--- src/hdl/gdr_defines.vh ---
// Function
// - Summary bit 7 ORs others except warning
// - Bits 6,5,1,0: watchdog, gate, overtemp
// - Summary bit 4 flags any overcurrent
// - Bit 3 supply, bit 2 pump undervoltage
// - Per-FET gate faults in bits 7..4
// - Per-FET overcurrent faults in bits 3..0
// - Status registers read-only, reset to zero
// - Control registers 0x02..0x05 read/write
// - Writing 110b locks; lock blocks writes to 0x03..0x05
// - Writing 011b unlocks; default unlocked
// - Bit 2 ORed with bridge input one
// - Bit 1 ORed with bridge input two
// - Writing one to bit 0 clears faults
// - 16-bit MSB-first frame, reply low byte
// - Settings reset on undervoltage recovery, wake
`ifndef GDR_DEFINES_VH
`define GDR_DEFINES_VH
`define GDR_ADDR_FAULT   4'h0
`define GDR_ADDR_FET     4'h1
`define GDR_ADDR_MAIN    4'h2
`define GDR_ADDR_DRIVE   4'h3
`define GDR_ADDR_MON     4'h4
`define GDR_ADDR_CFG     4'h5
`define GDR_BIT_ANY      7
`define GDR_BIT_WDOG     6
`define GDR_BIT_GATE     5
`define GDR_BIT_OCUR     4
`define GDR_BIT_SUPUV    3
`define GDR_BIT_PMPUV    2
`define GDR_BIT_OVERTEMP_SHUTDOWN_FLAG     1
`define GDR_BIT_OTW      0
`define GDR_LOCK_HI      5
`define GDR_LOCK_LO      3
`define GDR_LOCK_SET     3'h6
`define GDR_LOCK_CLR     3'h3
`define GDR_BIT_IN1      2
`define GDR_BIT_IN2      1
`define GDR_BIT_CLR      0
`define GDR_RST_MAIN     8'h18
`define GDR_RST_DRIVE    8'h07
`define GDR_RST_MON      8'h70
`define GDR_RST_CFG      8'h01
`define GDR_FRAME_BITS   16
`define GDR_FB_RW        15
`define GDR_FB_AHI       14
`define GDR_FB_ALO       11
`endif

--- src/hdl/gdr_spi_slave.v ---
`timescale 1ns/10ps
`include "gdr_defines.vh"
// SPI mode 1 slave, fully sampled on clk. Outputs one pulse per full frame.
module gdr_spi_slave (
  input  wire        clk,
  input  wire        rst_b,
  input  wire        sclkPin,
  input  wire        csPin_b,
  input  wire        sdiPin,
  output reg         sdoOut,
  output wire        sdoOe_b,
  output reg         frameDone,
  output reg         frameRead,
  output reg  [3:0]  frameAddr,
  output reg  [7:0]  frameData,
  output reg         addrValid,
  output reg  [3:0]  peekAddr,
  input  wire [7:0]  peekData
);
  reg  [2:0]  sclkSync_r;
  reg  [2:0]  csSync_r;
  reg  [2:0]  sdiSync_r;
  reg         sclkLvl_r;
  reg         csLvl_r;
  reg  [15:0] shiftIn_r;
  reg  [7:0]  shiftOut_r;
  reg  [4:0]  bitCnt_r;
  wire        sclkRise;
  wire        sclkFall;
  wire        csFall;
  wire        csRise;

  // Change accepted once stages two and three agree
  assign sclkRise = (sclkSync_r[1] == sclkSync_r[2]) & sclkSync_r[2]
                    & ~sclkLvl_r;
  assign sclkFall = (sclkSync_r[1] == sclkSync_r[2]) & ~sclkSync_r[2]
                    & sclkLvl_r;
  assign csFall   = (csSync_r[1] == csSync_r[2]) & ~csSync_r[2] & csLvl_r;
  assign csRise   = (csSync_r[1] == csSync_r[2]) & csSync_r[2] & ~csLvl_r;
  assign sdoOe_b  = csLvl_r;

  always @(posedge clk or negedge rst_b) begin
    if (!rst_b) begin
      sclkSync_r <= 3'h0;
      csSync_r   <= 3'h7;
      sdiSync_r  <= 3'h0;
      sclkLvl_r  <= 1'b0;
      csLvl_r    <= 1'b1;
      shiftIn_r  <= 16'h0000;
      shiftOut_r <= 8'h00;
      bitCnt_r   <= 5'h00;
      sdoOut     <= 1'b0;
      frameDone  <= 1'b0;
      frameRead  <= 1'b0;
      frameAddr  <= 4'h0;
      frameData  <= 8'h00;
      addrValid  <= 1'b0;
      peekAddr   <= 4'h0;
    end else begin
      sclkSync_r <= {sclkSync_r[1:0], sclkPin};
      csSync_r   <= {csSync_r[1:0], csPin_b};
      sdiSync_r  <= {sdiSync_r[1:0], sdiPin};
      frameDone  <= 1'b0;
      if (sclkSync_r[1] == sclkSync_r[2])
        sclkLvl_r <= sclkSync_r[2];
      if (csSync_r[1] == csSync_r[2])
        csLvl_r <= csSync_r[2];
      if (csFall) begin
        bitCnt_r <= 5'h00;
        sdoOut   <= 1'b0;
      end else if (!csLvl_r) begin
        // Sample on falling edge, MSB first
        if (sclkFall) begin
          shiftIn_r <= {shiftIn_r[14:0], sdiSync_r[2]};
          if (bitCnt_r != 5'h1F)
            bitCnt_r <= bitCnt_r + 5'h01;
          if (bitCnt_r == 5'h04) begin
            peekAddr <= {shiftIn_r[2:0], sdiSync_r[2]};
          end
          if (bitCnt_r == 5'h07)
            shiftOut_r <= peekData;
        end
        // Drive on rising edge; reply byte goes in bits 7..0
        if (sclkRise) begin
          if (bitCnt_r >= 5'h08 && bitCnt_r < 5'h10) begin
            sdoOut     <= shiftOut_r[7];
            shiftOut_r <= {shiftOut_r[6:0], 1'b0};
          end else begin
            sdoOut <= 1'b0;
          end
        end
      end
      // Frames other than exactly 16 bits are dropped
      if (csRise && bitCnt_r == `GDR_FRAME_BITS) begin
        frameDone <= 1'b1;
        frameRead <= shiftIn_r[`GDR_FB_RW];
        frameAddr <= shiftIn_r[`GDR_FB_AHI:`GDR_FB_ALO];
        frameData <= shiftIn_r[7:0];
        addrValid <= (shiftIn_r[`GDR_FB_AHI:`GDR_FB_ALO] <= `GDR_ADDR_CFG);
      end
    end
  end
endmodule // gdr_spi_slave

--- src/hdl/gdr_fault_regs.v ---
`timescale 1ns/10ps
`include "gdr_defines.vh"
module gdr_fault_regs (
  input  wire        clk,
  input  wire        rst_b,
  input  wire        wakeEvent,
  input  wire        sclkPin,
  input  wire        csPin_b,
  input  wire        sdiPin,
  output wire        sdoOut,
  output wire        sdoOe_b,
  input  wire        watchdogTimeout,
  input  wire        pumpUndervoltage,
  input  wire        overtempShutdown,
  input  wire        overtempWarning,
  input  wire        supplyUndervoltage,
  input  wire [3:0]  fetGateFault,
  input  wire [3:0]  fetOvercurrent,
  input  wire        bridgeInOnePin,
  input  wire        bridgeInTwoPin,
  output reg         bridgeInputOne,
  output reg         bridgeInputTwo,
  output wire        settingsLocked,
  output reg  [7:0]  driveCtrl,
  output reg  [7:0]  monitorCtrl,
  output reg  [7:0]  chopCfg,
  output wire [7:0]  faultSummary,
  output wire [7:0]  fetStatus
);
  reg  [2:0]  evSync_r [0:10];
  reg  [10:0] evLvl_r;
  wire [10:0] evRaw;
  reg  [6:0]  sumFlag_r;
  reg  [7:0]  fetFlag_r;
  reg  [7:0]  mainCtrl_r;
  reg         uvPrev_r;
  wire        frameDone;
  wire        frameRead;
  wire [3:0]  frameAddr;
  wire [7:0]  frameData;
  wire        addrValid;
  wire [3:0]  peekAddr;
  reg  [7:0]  peekData;
  wire        doWrite;
  wire        doClear;
  wire        settingsReset;
  wire [2:0]  lockNew;
  wire        uvNow;
  genvar      g;

  assign evRaw = {supplyUndervoltage, fetOvercurrent, fetGateFault,
                  watchdogTimeout, pumpUndervoltage};

  // Async fault inputs: three stages, accepted once two agree
  generate
    for (g = 0; g < 11; g = g + 1) begin : gSync
      always @(posedge clk or negedge rst_b) begin
        if (!rst_b) begin
          evSync_r[g] <= 3'h0;
          evLvl_r[g]  <= 1'b0;
        end else begin
          evSync_r[g] <= {evSync_r[g][1:0], evRaw[g]};
          if (evSync_r[g][1] == evSync_r[g][2])
            evLvl_r[g] <= evSync_r[g][2];
        end
      end
    end
  endgenerate

  reg [2:0] otSync_r;
  reg [2:0] owSync_r;
  reg [2:0] in1Sync_r;
  reg [2:0] in2Sync_r;
  reg       otLvl_r;
  reg       owLvl_r;
  reg       in1Lvl_r;
  reg       in2Lvl_r;

  always @(posedge clk or negedge rst_b) begin
    if (!rst_b) begin
      otSync_r  <= 3'h0;
      owSync_r  <= 3'h0;
      in1Sync_r <= 3'h0;
      in2Sync_r <= 3'h0;
      otLvl_r   <= 1'b0;
      owLvl_r   <= 1'b0;
      in1Lvl_r  <= 1'b0;
      in2Lvl_r  <= 1'b0;
    end else begin
      otSync_r  <= {otSync_r[1:0], overtempShutdown};
      owSync_r  <= {owSync_r[1:0], overtempWarning};
      in1Sync_r <= {in1Sync_r[1:0], bridgeInOnePin};
      in2Sync_r <= {in2Sync_r[1:0], bridgeInTwoPin};
      if (otSync_r[1] == otSync_r[2])
        otLvl_r <= otSync_r[2];
      if (owSync_r[1] == owSync_r[2])
        owLvl_r <= owSync_r[2];
      if (in1Sync_r[1] == in1Sync_r[2])
        in1Lvl_r <= in1Sync_r[2];
      if (in2Sync_r[1] == in2Sync_r[2])
        in2Lvl_r <= in2Sync_r[2];
    end
  end

  gdr_spi_slave uSpi (
    .clk       (clk),
    .rst_b     (rst_b),
    .sclkPin   (sclkPin),
    .csPin_b   (csPin_b),
    .sdiPin    (sdiPin),
    .sdoOut    (sdoOut),
    .sdoOe_b   (sdoOe_b),
    .frameDone (frameDone),
    .frameRead (frameRead),
    .frameAddr (frameAddr),
    .frameData (frameData),
    .addrValid (addrValid),
    .peekAddr  (peekAddr),
    .peekData  (peekData)
  );

  assign uvNow = evLvl_r[10];
  // Settings return to defaults on undervoltage recovery or wake
  assign settingsReset = (uvPrev_r & ~uvNow) | wakeEvent;
  assign settingsLocked = (mainCtrl_r[`GDR_LOCK_HI:`GDR_LOCK_LO]
                           == `GDR_LOCK_SET);
  // Only writes change state; reads have no side effect
  assign doWrite = frameDone & ~frameRead & addrValid;
  assign doClear = doWrite & (frameAddr == `GDR_ADDR_MAIN)
                   & frameData[`GDR_BIT_CLR];
  assign lockNew = frameData[`GDR_LOCK_HI:`GDR_LOCK_LO];

  // Read mux for the reply byte; unmapped addresses answer zero
  always @* begin
    case (peekAddr)
      `GDR_ADDR_FAULT: peekData = faultSummary;
      `GDR_ADDR_FET:   peekData = fetStatus;
      `GDR_ADDR_MAIN:  peekData = mainCtrl_r;
      `GDR_ADDR_DRIVE: peekData = driveCtrl;
      `GDR_ADDR_MON:   peekData = monitorCtrl;
      `GDR_ADDR_CFG:   peekData = chopCfg;
      default:         peekData = 8'h00;
    endcase
  end

  // Summary bits map: 6 wdog, 5 gate, 4 ocur, 3 sup, 2 pump, 1 overtemp_shutdown_flag, 0 otw
  assign faultSummary = {(|sumFlag_r[6:1]), sumFlag_r};
  assign fetStatus    = fetFlag_r;

  // Sticky flags, set wins over clear; registers are read-only
  always @(posedge clk or negedge rst_b) begin
    if (!rst_b) begin
      sumFlag_r <= 7'h00;
      fetFlag_r <= 8'h00;
      uvPrev_r  <= 1'b0;
    end else begin
      uvPrev_r <= uvNow;
      if (doClear) begin
        sumFlag_r <= 7'h00;
        fetFlag_r <= 8'h00;
      end
      if (evLvl_r[1])
        sumFlag_r[`GDR_BIT_WDOG]  <= 1'b1;
      // Same-cycle clear drops old flags, new events still win
      if (|evLvl_r[5:2]) begin
        sumFlag_r[`GDR_BIT_GATE]  <= 1'b1;
        fetFlag_r[7:4] <= (fetFlag_r[7:4] & {4{~doClear}})
                          | evLvl_r[5:2];
      end
      if (|evLvl_r[9:6]) begin
        sumFlag_r[`GDR_BIT_OCUR]  <= 1'b1;
        fetFlag_r[3:0] <= (fetFlag_r[3:0] & {4{~doClear}})
                          | evLvl_r[9:6];
      end
      if (uvNow)
        sumFlag_r[`GDR_BIT_SUPUV] <= 1'b1;
      if (evLvl_r[0])
        sumFlag_r[`GDR_BIT_PMPUV] <= 1'b1;
      if (otLvl_r)
        sumFlag_r[`GDR_BIT_OVERTEMP_SHUTDOWN_FLAG]  <= 1'b1;
      if (owLvl_r)
        sumFlag_r[`GDR_BIT_OTW]   <= 1'b1;
    end
  end

  // Control registers, lock handling
  always @(posedge clk or negedge rst_b) begin
    if (!rst_b) begin
      mainCtrl_r  <= `GDR_RST_MAIN;
      driveCtrl   <= `GDR_RST_DRIVE;
      monitorCtrl <= `GDR_RST_MON;
      chopCfg     <= `GDR_RST_CFG;
    end else if (settingsReset) begin
      mainCtrl_r  <= `GDR_RST_MAIN;
      driveCtrl   <= `GDR_RST_DRIVE;
      monitorCtrl <= `GDR_RST_MON;
      chopCfg     <= `GDR_RST_CFG;
    end else begin
      if (doWrite) begin
        case (frameAddr)
          `GDR_ADDR_MAIN: begin
            mainCtrl_r[7:6] <= frameData[7:6];
            mainCtrl_r[`GDR_BIT_IN1] <= frameData[`GDR_BIT_IN1];
            mainCtrl_r[`GDR_BIT_IN2] <= frameData[`GDR_BIT_IN2];
            if (!settingsLocked && lockNew == `GDR_LOCK_SET)
              mainCtrl_r[`GDR_LOCK_HI:`GDR_LOCK_LO] <= lockNew;
            if (settingsLocked && lockNew == `GDR_LOCK_CLR)
              mainCtrl_r[`GDR_LOCK_HI:`GDR_LOCK_LO] <= lockNew;
          end
          `GDR_ADDR_DRIVE: begin
            if (!settingsLocked)
              driveCtrl <= frameData;
          end
          `GDR_ADDR_MON: begin
            if (!settingsLocked)
              monitorCtrl <= frameData;
          end
          `GDR_ADDR_CFG: begin
            if (!settingsLocked)
              chopCfg <= frameData;
          end
          default: begin
          end
        endcase
      end
      // Clear command never stays set
      mainCtrl_r[`GDR_BIT_CLR] <= 1'b0;
    end
  end

  always @(posedge clk or negedge rst_b) begin
    if (!rst_b) begin
      bridgeInputOne <= 1'b0;
      bridgeInputTwo <= 1'b0;
    end else begin
      bridgeInputOne <= in1Lvl_r | mainCtrl_r[`GDR_BIT_IN1];
      bridgeInputTwo <= in2Lvl_r | mainCtrl_r[`GDR_BIT_IN2];
    end
  end
endmodule // gdr_fault_regs

--- config.mk ---
export PLATFORM = sky130hd
export DESIGN_NAME = gdr_fault_regs
export DESIGN_NICKNAME = d
export VERILOG_FILES = /design/src/hdl/gdr_spi_slave.v /design/src/hdl/gdr_fault_regs.v
export VERILOG_INCLUDE_DIRS = /design/src /design/src/hdl
export SDC_FILE = /design/constraint.sdc
export NUM_CORES = 1
export LEC_CHECK = 0
export BUFFER_PORTS_ARGS = -buffer_cell sky130_fd_sc_hd__buf_2
export CAP_MARGIN = 10
export CORE_MARGIN = 5
export CORE_UTILIZATION = 52
export CTS_BUF_LIST = sky130_fd_sc_hd__clkbuf_8 sky130_fd_sc_hd__clkbuf_16
export DETAILED_ROUTE_END_ITERATION = 10
export PLACE_DENSITY_LB_ADDON = 0.1
export SLEW_MARGIN = 20
export SYNTH_ARGS = -nofsm -noshare
export SYNTH_HDL_FRONTEND = slang
export SYNTH_SLANG_ARGS = --single-unit
--- constraint.sdc ---
create_clock -name clk -period 2.01 [get_ports clk]
set_clock_uncertainty 0.1 [all_clocks]
set_input_delay 0.1005 -clock clk [delete_from_list [all_inputs] [get_ports clk]]
set_output_delay 0.1005 -clock clk [all_outputs]
set_load 0.03 [all_outputs]
==> results_dict.tcl, run 1 <==
set metrics [dict create \
    fin_crit_sh 0.9608 \
    slew_headroom 0.5432 \
    r2r-end "uSpi.bitCnt_r[3]" \
    row_count 40 \
    synthMuxAreaShare 0.1171 \
    grt_pass1_vias 4353 \
    slowest_delay_ps 400 \
    die_y_um 121.6 \
    min_period_ps 1931 \
    antenna_found_initial 0 \
    crit_path_end "uSpi.bitCnt_r[3]" \
    start_util 0.5346 \
    syn_area_per_cell_sq_um 13.69 \
    synth_nets 501 \
    drt_pass1_iterations 5 \
    root_buffer "clkbuf_16" \
    synth_compound_area_frac 0.07903 \
    dr_wl_met2_mm 6.125 \
    synth_fa_ha_area_frac 0.03671 \
    worst_pin_slew_ps 676.3 \
    finalNetCount 606 \
    dp.final_hpwl_mm 9.334 \
    met1Wirelength_mm 6.381 \
    p_per_area_nw_per_um2 932.1 \
    fmax_ghz 0.5178 \
    synth-edff-count 0 \
    synthesis.area_sq_um 6475 \
    yosysSeqAreaShare 0.6557 \
    hp-start "wakeEvent" \
    r2r_slack_ps 80 \
    cts_buffer_depth 2 \
    drc 0 \
    total_power_mw 7.392 \
    die_w_um 121.6 \
    ant_nets 0 \
    cts.clk_slew.worst_paths_ps 60 \
    worstPathCellList "ha_2 > and3_4 > ha_2 > nor4bb_1 > buf_4 > nand4_1 > xor2_1 > a21oi_1" \
    areaGrowthSynthToFinish_pct 22.49 \
    met3_length_um 700 \
    drt_iter0_drc 313 \
    wl_mm 13.47 \
    final_common_cell "dfrtp_1" \
    grt_pass1_wl_mm 22.97 \
    rsz0062_at_grt "yes" \
    leakagePower_nw 3.584 \
    cp_common_cell "ha_2" \
    clock_sinks 169 \
    drv_slew 0 \
    port-buffer-count 65 \
    htreeDepth 4 \
    min_path_type "input port to flip-flop" \
    status "complete, no violations" \
    crit_slowest_cell "dfrtp_1" \
    rr_worst_depth 8 \
    grt_max_degree 54 \
    path_class "flip-flop to flip-flop" \
    dieArea_sq_um 14780 \
    end_kind "flip-flop" \
    cp-startpoint "uSpi.bitCnt_r[1]" \
    n_fill_cell 941 \
    grt.total_usage 0.2032 \
    place_congestion 0.8419 \
    synth_warnings 0 \
    maxUsedRoutingLayer "met4" \
    ioPinCount 66 \
    ys_async_sr_fraction 1.000 \
    ys_ff_latch 169 \
    core_sq_um 12110 \
    hold_violations 0 \
    drive_gt1_frac 0.3356 \
    synth-xor-area-share 0.004058 \
    synth_simple_gate_area_share 0.08599 \
    r2r-start "uSpi.bitCnt_r[1]" \
    whs_path_depth 4 \
    maxCapViolCount 0 \
    startpoint_type "flip-flop" \
    overflow 0 \
    viasPerCell 5.398 \
    cts_tree "done" \
    synth_cell_types 46 \
    final_cell_mix "dfrtp_1, buf_2, mux2_2" \
    ys.flop_type "dfrtp_1" \
    numCtsBuffers 17 \
    synth_top_family_by_area "multiplexers" \
    peakVddDrop_mv 0.7520 \
    setup_tns_ps 0 \
    crit_required_ps 2260 \
    synthCells 473 \
    num_antenna_cells 0 \
    vias 4092 \
    setup_violations 0 \
    worstPathArrival_ps 2180 \
    wire_per_inst_um 17.76 \
    crit_fanout 3 \
    clk-insertion-delay-late_ps 420 \
]
[cell usage after synthesis (6+ instances only)]
master	n	area (sq um)
dfrtp_1	156	3904
mux2_2	54	608.1
nand2_1	35	131.4
a21oi_1	21	105.1
o21ai_0	17	85.08
nor2_1	16	60.06
maj3_1	15	150.1
mux2i_1	15	150.1
nand3_1	14	70.07
a21o_1	13	97.59
dfstp_2	13	341.6
clkbuf_1	12	45.04
inv_1	9	33.78
a221o_1	8	80.08
a22oi_1	7	52.55
ha_1	7	87.58
nor3_1	7	35.03
buf_2	6	30.03
[worst min-delay path by stage]
stage / end / slack [ps]
after global routing: monitorCtrl[4] / 90
final: monitorCtrl[4] / 60
after CTS: monitorCtrl[4] / 40
after global placement: evSync_r[6] / -20
after detailed placement: evSync_r[6] / -10
after floorplan: bridgeInputOne / -300
[through the flow]
step | cell area [sq um] | hold slack [ps] | setup slack (ps) | util | std cells
detailed placement | 7116 | -12.93 | 7.306 | 0.5875 | 705
finish | 7931 | 64.07 | 78.82 | 0.6549 | 758
floorplan | 6475 | -295.1 | 32.59 | - | 473
global placement | 7116 | -21.64 | 75.49 | 0.5875 | 705
global route | 7931 | 89.01 | -61.03 | 0.6549 | 758
CTS | 7880 | 43.91 | 5.693 | 0.6506 | 755
[logic make-up after synthesis]
family                   Yosys count
multiplexers                      69
XOR/XNOR                           3
AND/OR/NAND/NOR                  103
adder cells (fa/ha/maj)           22
flip-flops                       169
buffers and inverters             30
AO/OA/AOI/OAI                     77
[report_power, final]
part           internal, mW  leakage (nW)  switching [mW]
logic                 0.249          1.24           0.280
clock network          1.83         0.278            1.32
registers              3.58          2.07           0.132
[final cells by class]
class                   count  area, sq um  share of cell area
clock inverters            14        148.9             0.01877
flip-flops and latches    169         4245              0.5353
multi-input cells         274         2111              0.2661
clock buffers              17        425.4             0.05364
well taps                 168        210.2             0.02650
repair buffers            107        757.0             0.09544
inverters                   9        33.78            0.004259
[worst max-delay path, delay by kind of cell, from the launching register on]
| family | cells | cell delay (ps) |
|---|---|---|
| AND/OR/NAND/NOR | 3 | 540 |
| flip-flops | 1 | 400 |
| AO/OA/AOI/OAI | 1 | 110 |
| buffers and inverters | 1 | 180 |
| XOR/XNOR | 1 | 160 |
| adder cells (fa/ha/maj) | 2 | 370 |
[repair_timing]
action | CTS | global route
endpoints found under the setup margin | 0 | 12
resized for setup | 0 | 4
hold endpoints to repair | 177 | 0
setup buffers | 0 | 3
hold buffers | 19 | 0
[flip-flops by register name (all words and copies together) (netlist names), 4 cells and up]
signal and count:
chopCfg 8, driveCtrl 8, evLvl_r 10, evSync_r 33
fetStatus 8, mainCtrl_r 7, monitorCtrl 8, sumFlag_r 7
uSpi.bitCnt_r 5, uSpi.frameAddr 4, uSpi.frameData 8, uSpi.peekAddr 4
uSpi.shiftIn_r 16, uSpi.shiftOut_r 8
[layer usage]
| layer | global-route usage | up-vias |
|---|---|---|
| li1 | - | 1898 |
| met1 | 0.2926 | 2083 |
| met2 | 0.2988 | 94 |
| met3 | 0.05571 | 17 |
| met4 | 0.07353 | 0 |
| met5 | 0 | - |
Power figures use the tool's default switching activity.
==> run 2, diff against run 1 <==
ABC_AREA = 1   (was not set)
CORE_UTILIZATION = 53   (was 52)
==> run 2 against run 1 <==
Net effect:
- sequential power up 2%
- design area grew 1.7%
- core utilization down 0.76 points
- sequential cell count unchanged
- final cell count is 26% higher
- critical path type unchanged
- highest routed layer unchanged
==> results_dict.tcl, run 2 <==
set metrics [dict create \
    status "complete, no violations" \
    ioPinCount 66 \
    hold_violations 0 \
    path_class "flip-flop to flip-flop" \
    finalNetCount 797 \
    final_cell_mix "nand2_1, dfrtp_1, inv_1" \
    dpl_worst_slack_ps 200.7 \
    numCtsBuffers 17 \
    end_kind "flip-flop" \
    clk-insertion-delay-late_ps 420 \
    largest_reg_flops 33 \
    crit_required_ps 2220 \
    drive_gt1_frac 0.1918 \
    grt.total_usage 0.2142 \
    num_antenna_cells 0 \
    yosysSeqAreaShare 0.6368 \
    clock_sinks 169 \
    viasPerCell 5.041 \
    port-buffer-count 65 \
    drt_iter0_drc 416 \
    ys.flop_type "dfrtp_1" \
    reg.largest.list "evSync_r x33, uSpi.shiftIn_r x16, evLvl_r x10" \
    dieArea_sq_um 14920 \
    fin_crit_sh 0.9008 \
    synth_warnings 0 \
    leakagePower_nw 4.021 \
    ant_nets 0 \
    wire_per_inst_um 14.94 \
    ys_ff_latch 169 \
    synthCells 668 \
    slew_headroom 0.6648 \
    final_common_cell "nand2_1" \
    syn_area_per_cell_sq_um 9.980 \
    die_w_um 122.2 \
    fin_util 0.6473 \
    cts_resized 0 \
    cts_tree "done" \
    place_congestion 0.9074 \
    startpoint_type "flip-flop" \
    maxCapViolCount 0 \
    fmax_ghz 0.5523 \
    grt_pass1_vias 4967 \
    ys_async_sr_fraction 1.000 \
    crit_fanout 5 \
    p_per_area_nw_per_um2 971.7 \
    drv_slew 0 \
    wl_mm 14.25 \
    setup_violations 0 \
    synth_cell_types 32 \
    yosysMostFrequentCell "nand2_1" \
    rsz0062_at_grt "no" \
    root_buffer "clkbuf_16" \
    worst_pin_slew_ps 502.3 \
    min_period_ps 1811 \
    peakVddDrop_mv 0.9408 \
    yosysTopAreaCell "dfrtp_1" \
    synthesis.area_sq_um 6666 \
    antenna_found_initial 0 \
    synth_common_cells "nand2_1, dfrtp_1, inv_1, o21ai_0, nand3_1" \
    row_count 41 \
    synth_top_area_frac 0.5856 \
    cts_buffer_depth 2 \
    start_util 0.5348 \
    grt_pass1_wl_mm 24.41 \
    setup_tns_ps 0 \
    cts.clk_slew.worst_paths_ps 60 \
    areaGrowthSynthToFinish_pct 21.04 \
    min_path_type "input port to async pin" \
    worstPathArrival_ps 2030 \
    core_sq_um 12470 \
    top_register "evSync_r" \
    vias 4809 \
    drc 0 \
    synth-edff-count 0 \
    drt_pass1_iterations 6 \
    die_y_um 122.2 \
    overflow 0 \
    htreeDepth 4 \
    synth_nets 696 \
    grt_max_degree 48 \
    dp.final_hpwl_mm 10.16 \
    setup_ws_ps 199.4 \
    synthTopCellsByArea "dfrtp_1, nand2_1, dfstp_2" \
]
[run 2: cell count changes in the layout (fill, tap and decap cells not counted), moves of 15 or more]
cell and change:
o21ai_0 +50, nand2_1 +135, mux2_2 -52, nand3_1 +36, inv_1 +66, mux2i_1 -15
[run 2: routing by layer]
layer / GRT usage / part of all wire / wire length, um
met3: 0.06082 / 0.059 / 843
met5: 0 / 0 / 0
met1: 0.2968 / 0.47 / 6630
met2: 0.3291 / 0.46 / 6529
met4: 0.07068 / 0.017 / 244
[run 2: what timing repair did]
item                                   CTS  global route
endpoints found under the hold margin  184             0
buffers inserted                         0             0
hold buffers                            20             0
[run 2: final cells by class]
cell class	count	area [sq um]
Fill cell	1000	4397
Sequential cell	169	4245
Multi-Input combinational cell	402	2024
Timing Repair Buffer	98	666.9
Clock buffer	17	425.4
Inverter	81	309.0
Tap cell	172	215.2
Clock inverter	15	182.7
[run 2: metrics by stage]
stage	hold slack, ps	area [sq um]	power [mW]	std cells
floorplan	-295.1	6666	4.280	668
global placement	-23.09	7261	4.543	902
detailed placement	-15.31	7261	4.573	902
CTS	92.70	8069	7.920	954
global route	131.2	8069	8.211	954
finish	90.44	8069	7.840	954
[run 2: worst paths after layout]
kind	from	to	slack, ps	cells past startpoint
max	uSpi.bitCnt_r[0]	uSpi.bitCnt_r[3]	200	9
max in group asynchronous	rst_b	uSpi.sdoOe_b	1060	3
max reg2reg	uSpi.bitCnt_r[0]	uSpi.bitCnt_r[3]	200	9
min	rst_b	monitorCtrl[0]	90	2
min reg2reg	evSync_r[0]	evSync_r[1]	250	0
min in group clk	sdiPin	uSpi.sdiSync_r[0]	220	2
[run 2: cells by family (layout without fill, tap and decap cells)]
kind of cell | Yosys count | in the layout | synth area share
adder cells (fa/ha/maj) | 22 | 22 | 0.03566
flip-flops | 169 | 169 | 0.6368
multiplexers | 2 | 2 | 0.003378
XOR/XNOR | 1 | 1 | 0.001314
AO/OA/AOI/OAI | 103 | 103 | 0.08352
AND/OR/NAND/NOR | 274 | 274 | 0.1794
buffers and inverters | 97 | 211 | 0.05987
[run 2: power breakdown]
part	leakage, nW	switching (mW)	internal (mW)
Combinational	1.66	0.500	0.265
Sequential	2.07	0.130	3.65
Clock	0.294	1.42	1.88
[run 2: critical path, cell delays in order (launching register included)]
cell     delay (ps)
dfrtp_1         400
ha_1            240
nand2_1          90
nor2_1           50
ha_1            180
nor2_2          200
nor2_1          110
nor2_1          120
xor2_1          150
nor2_1           60
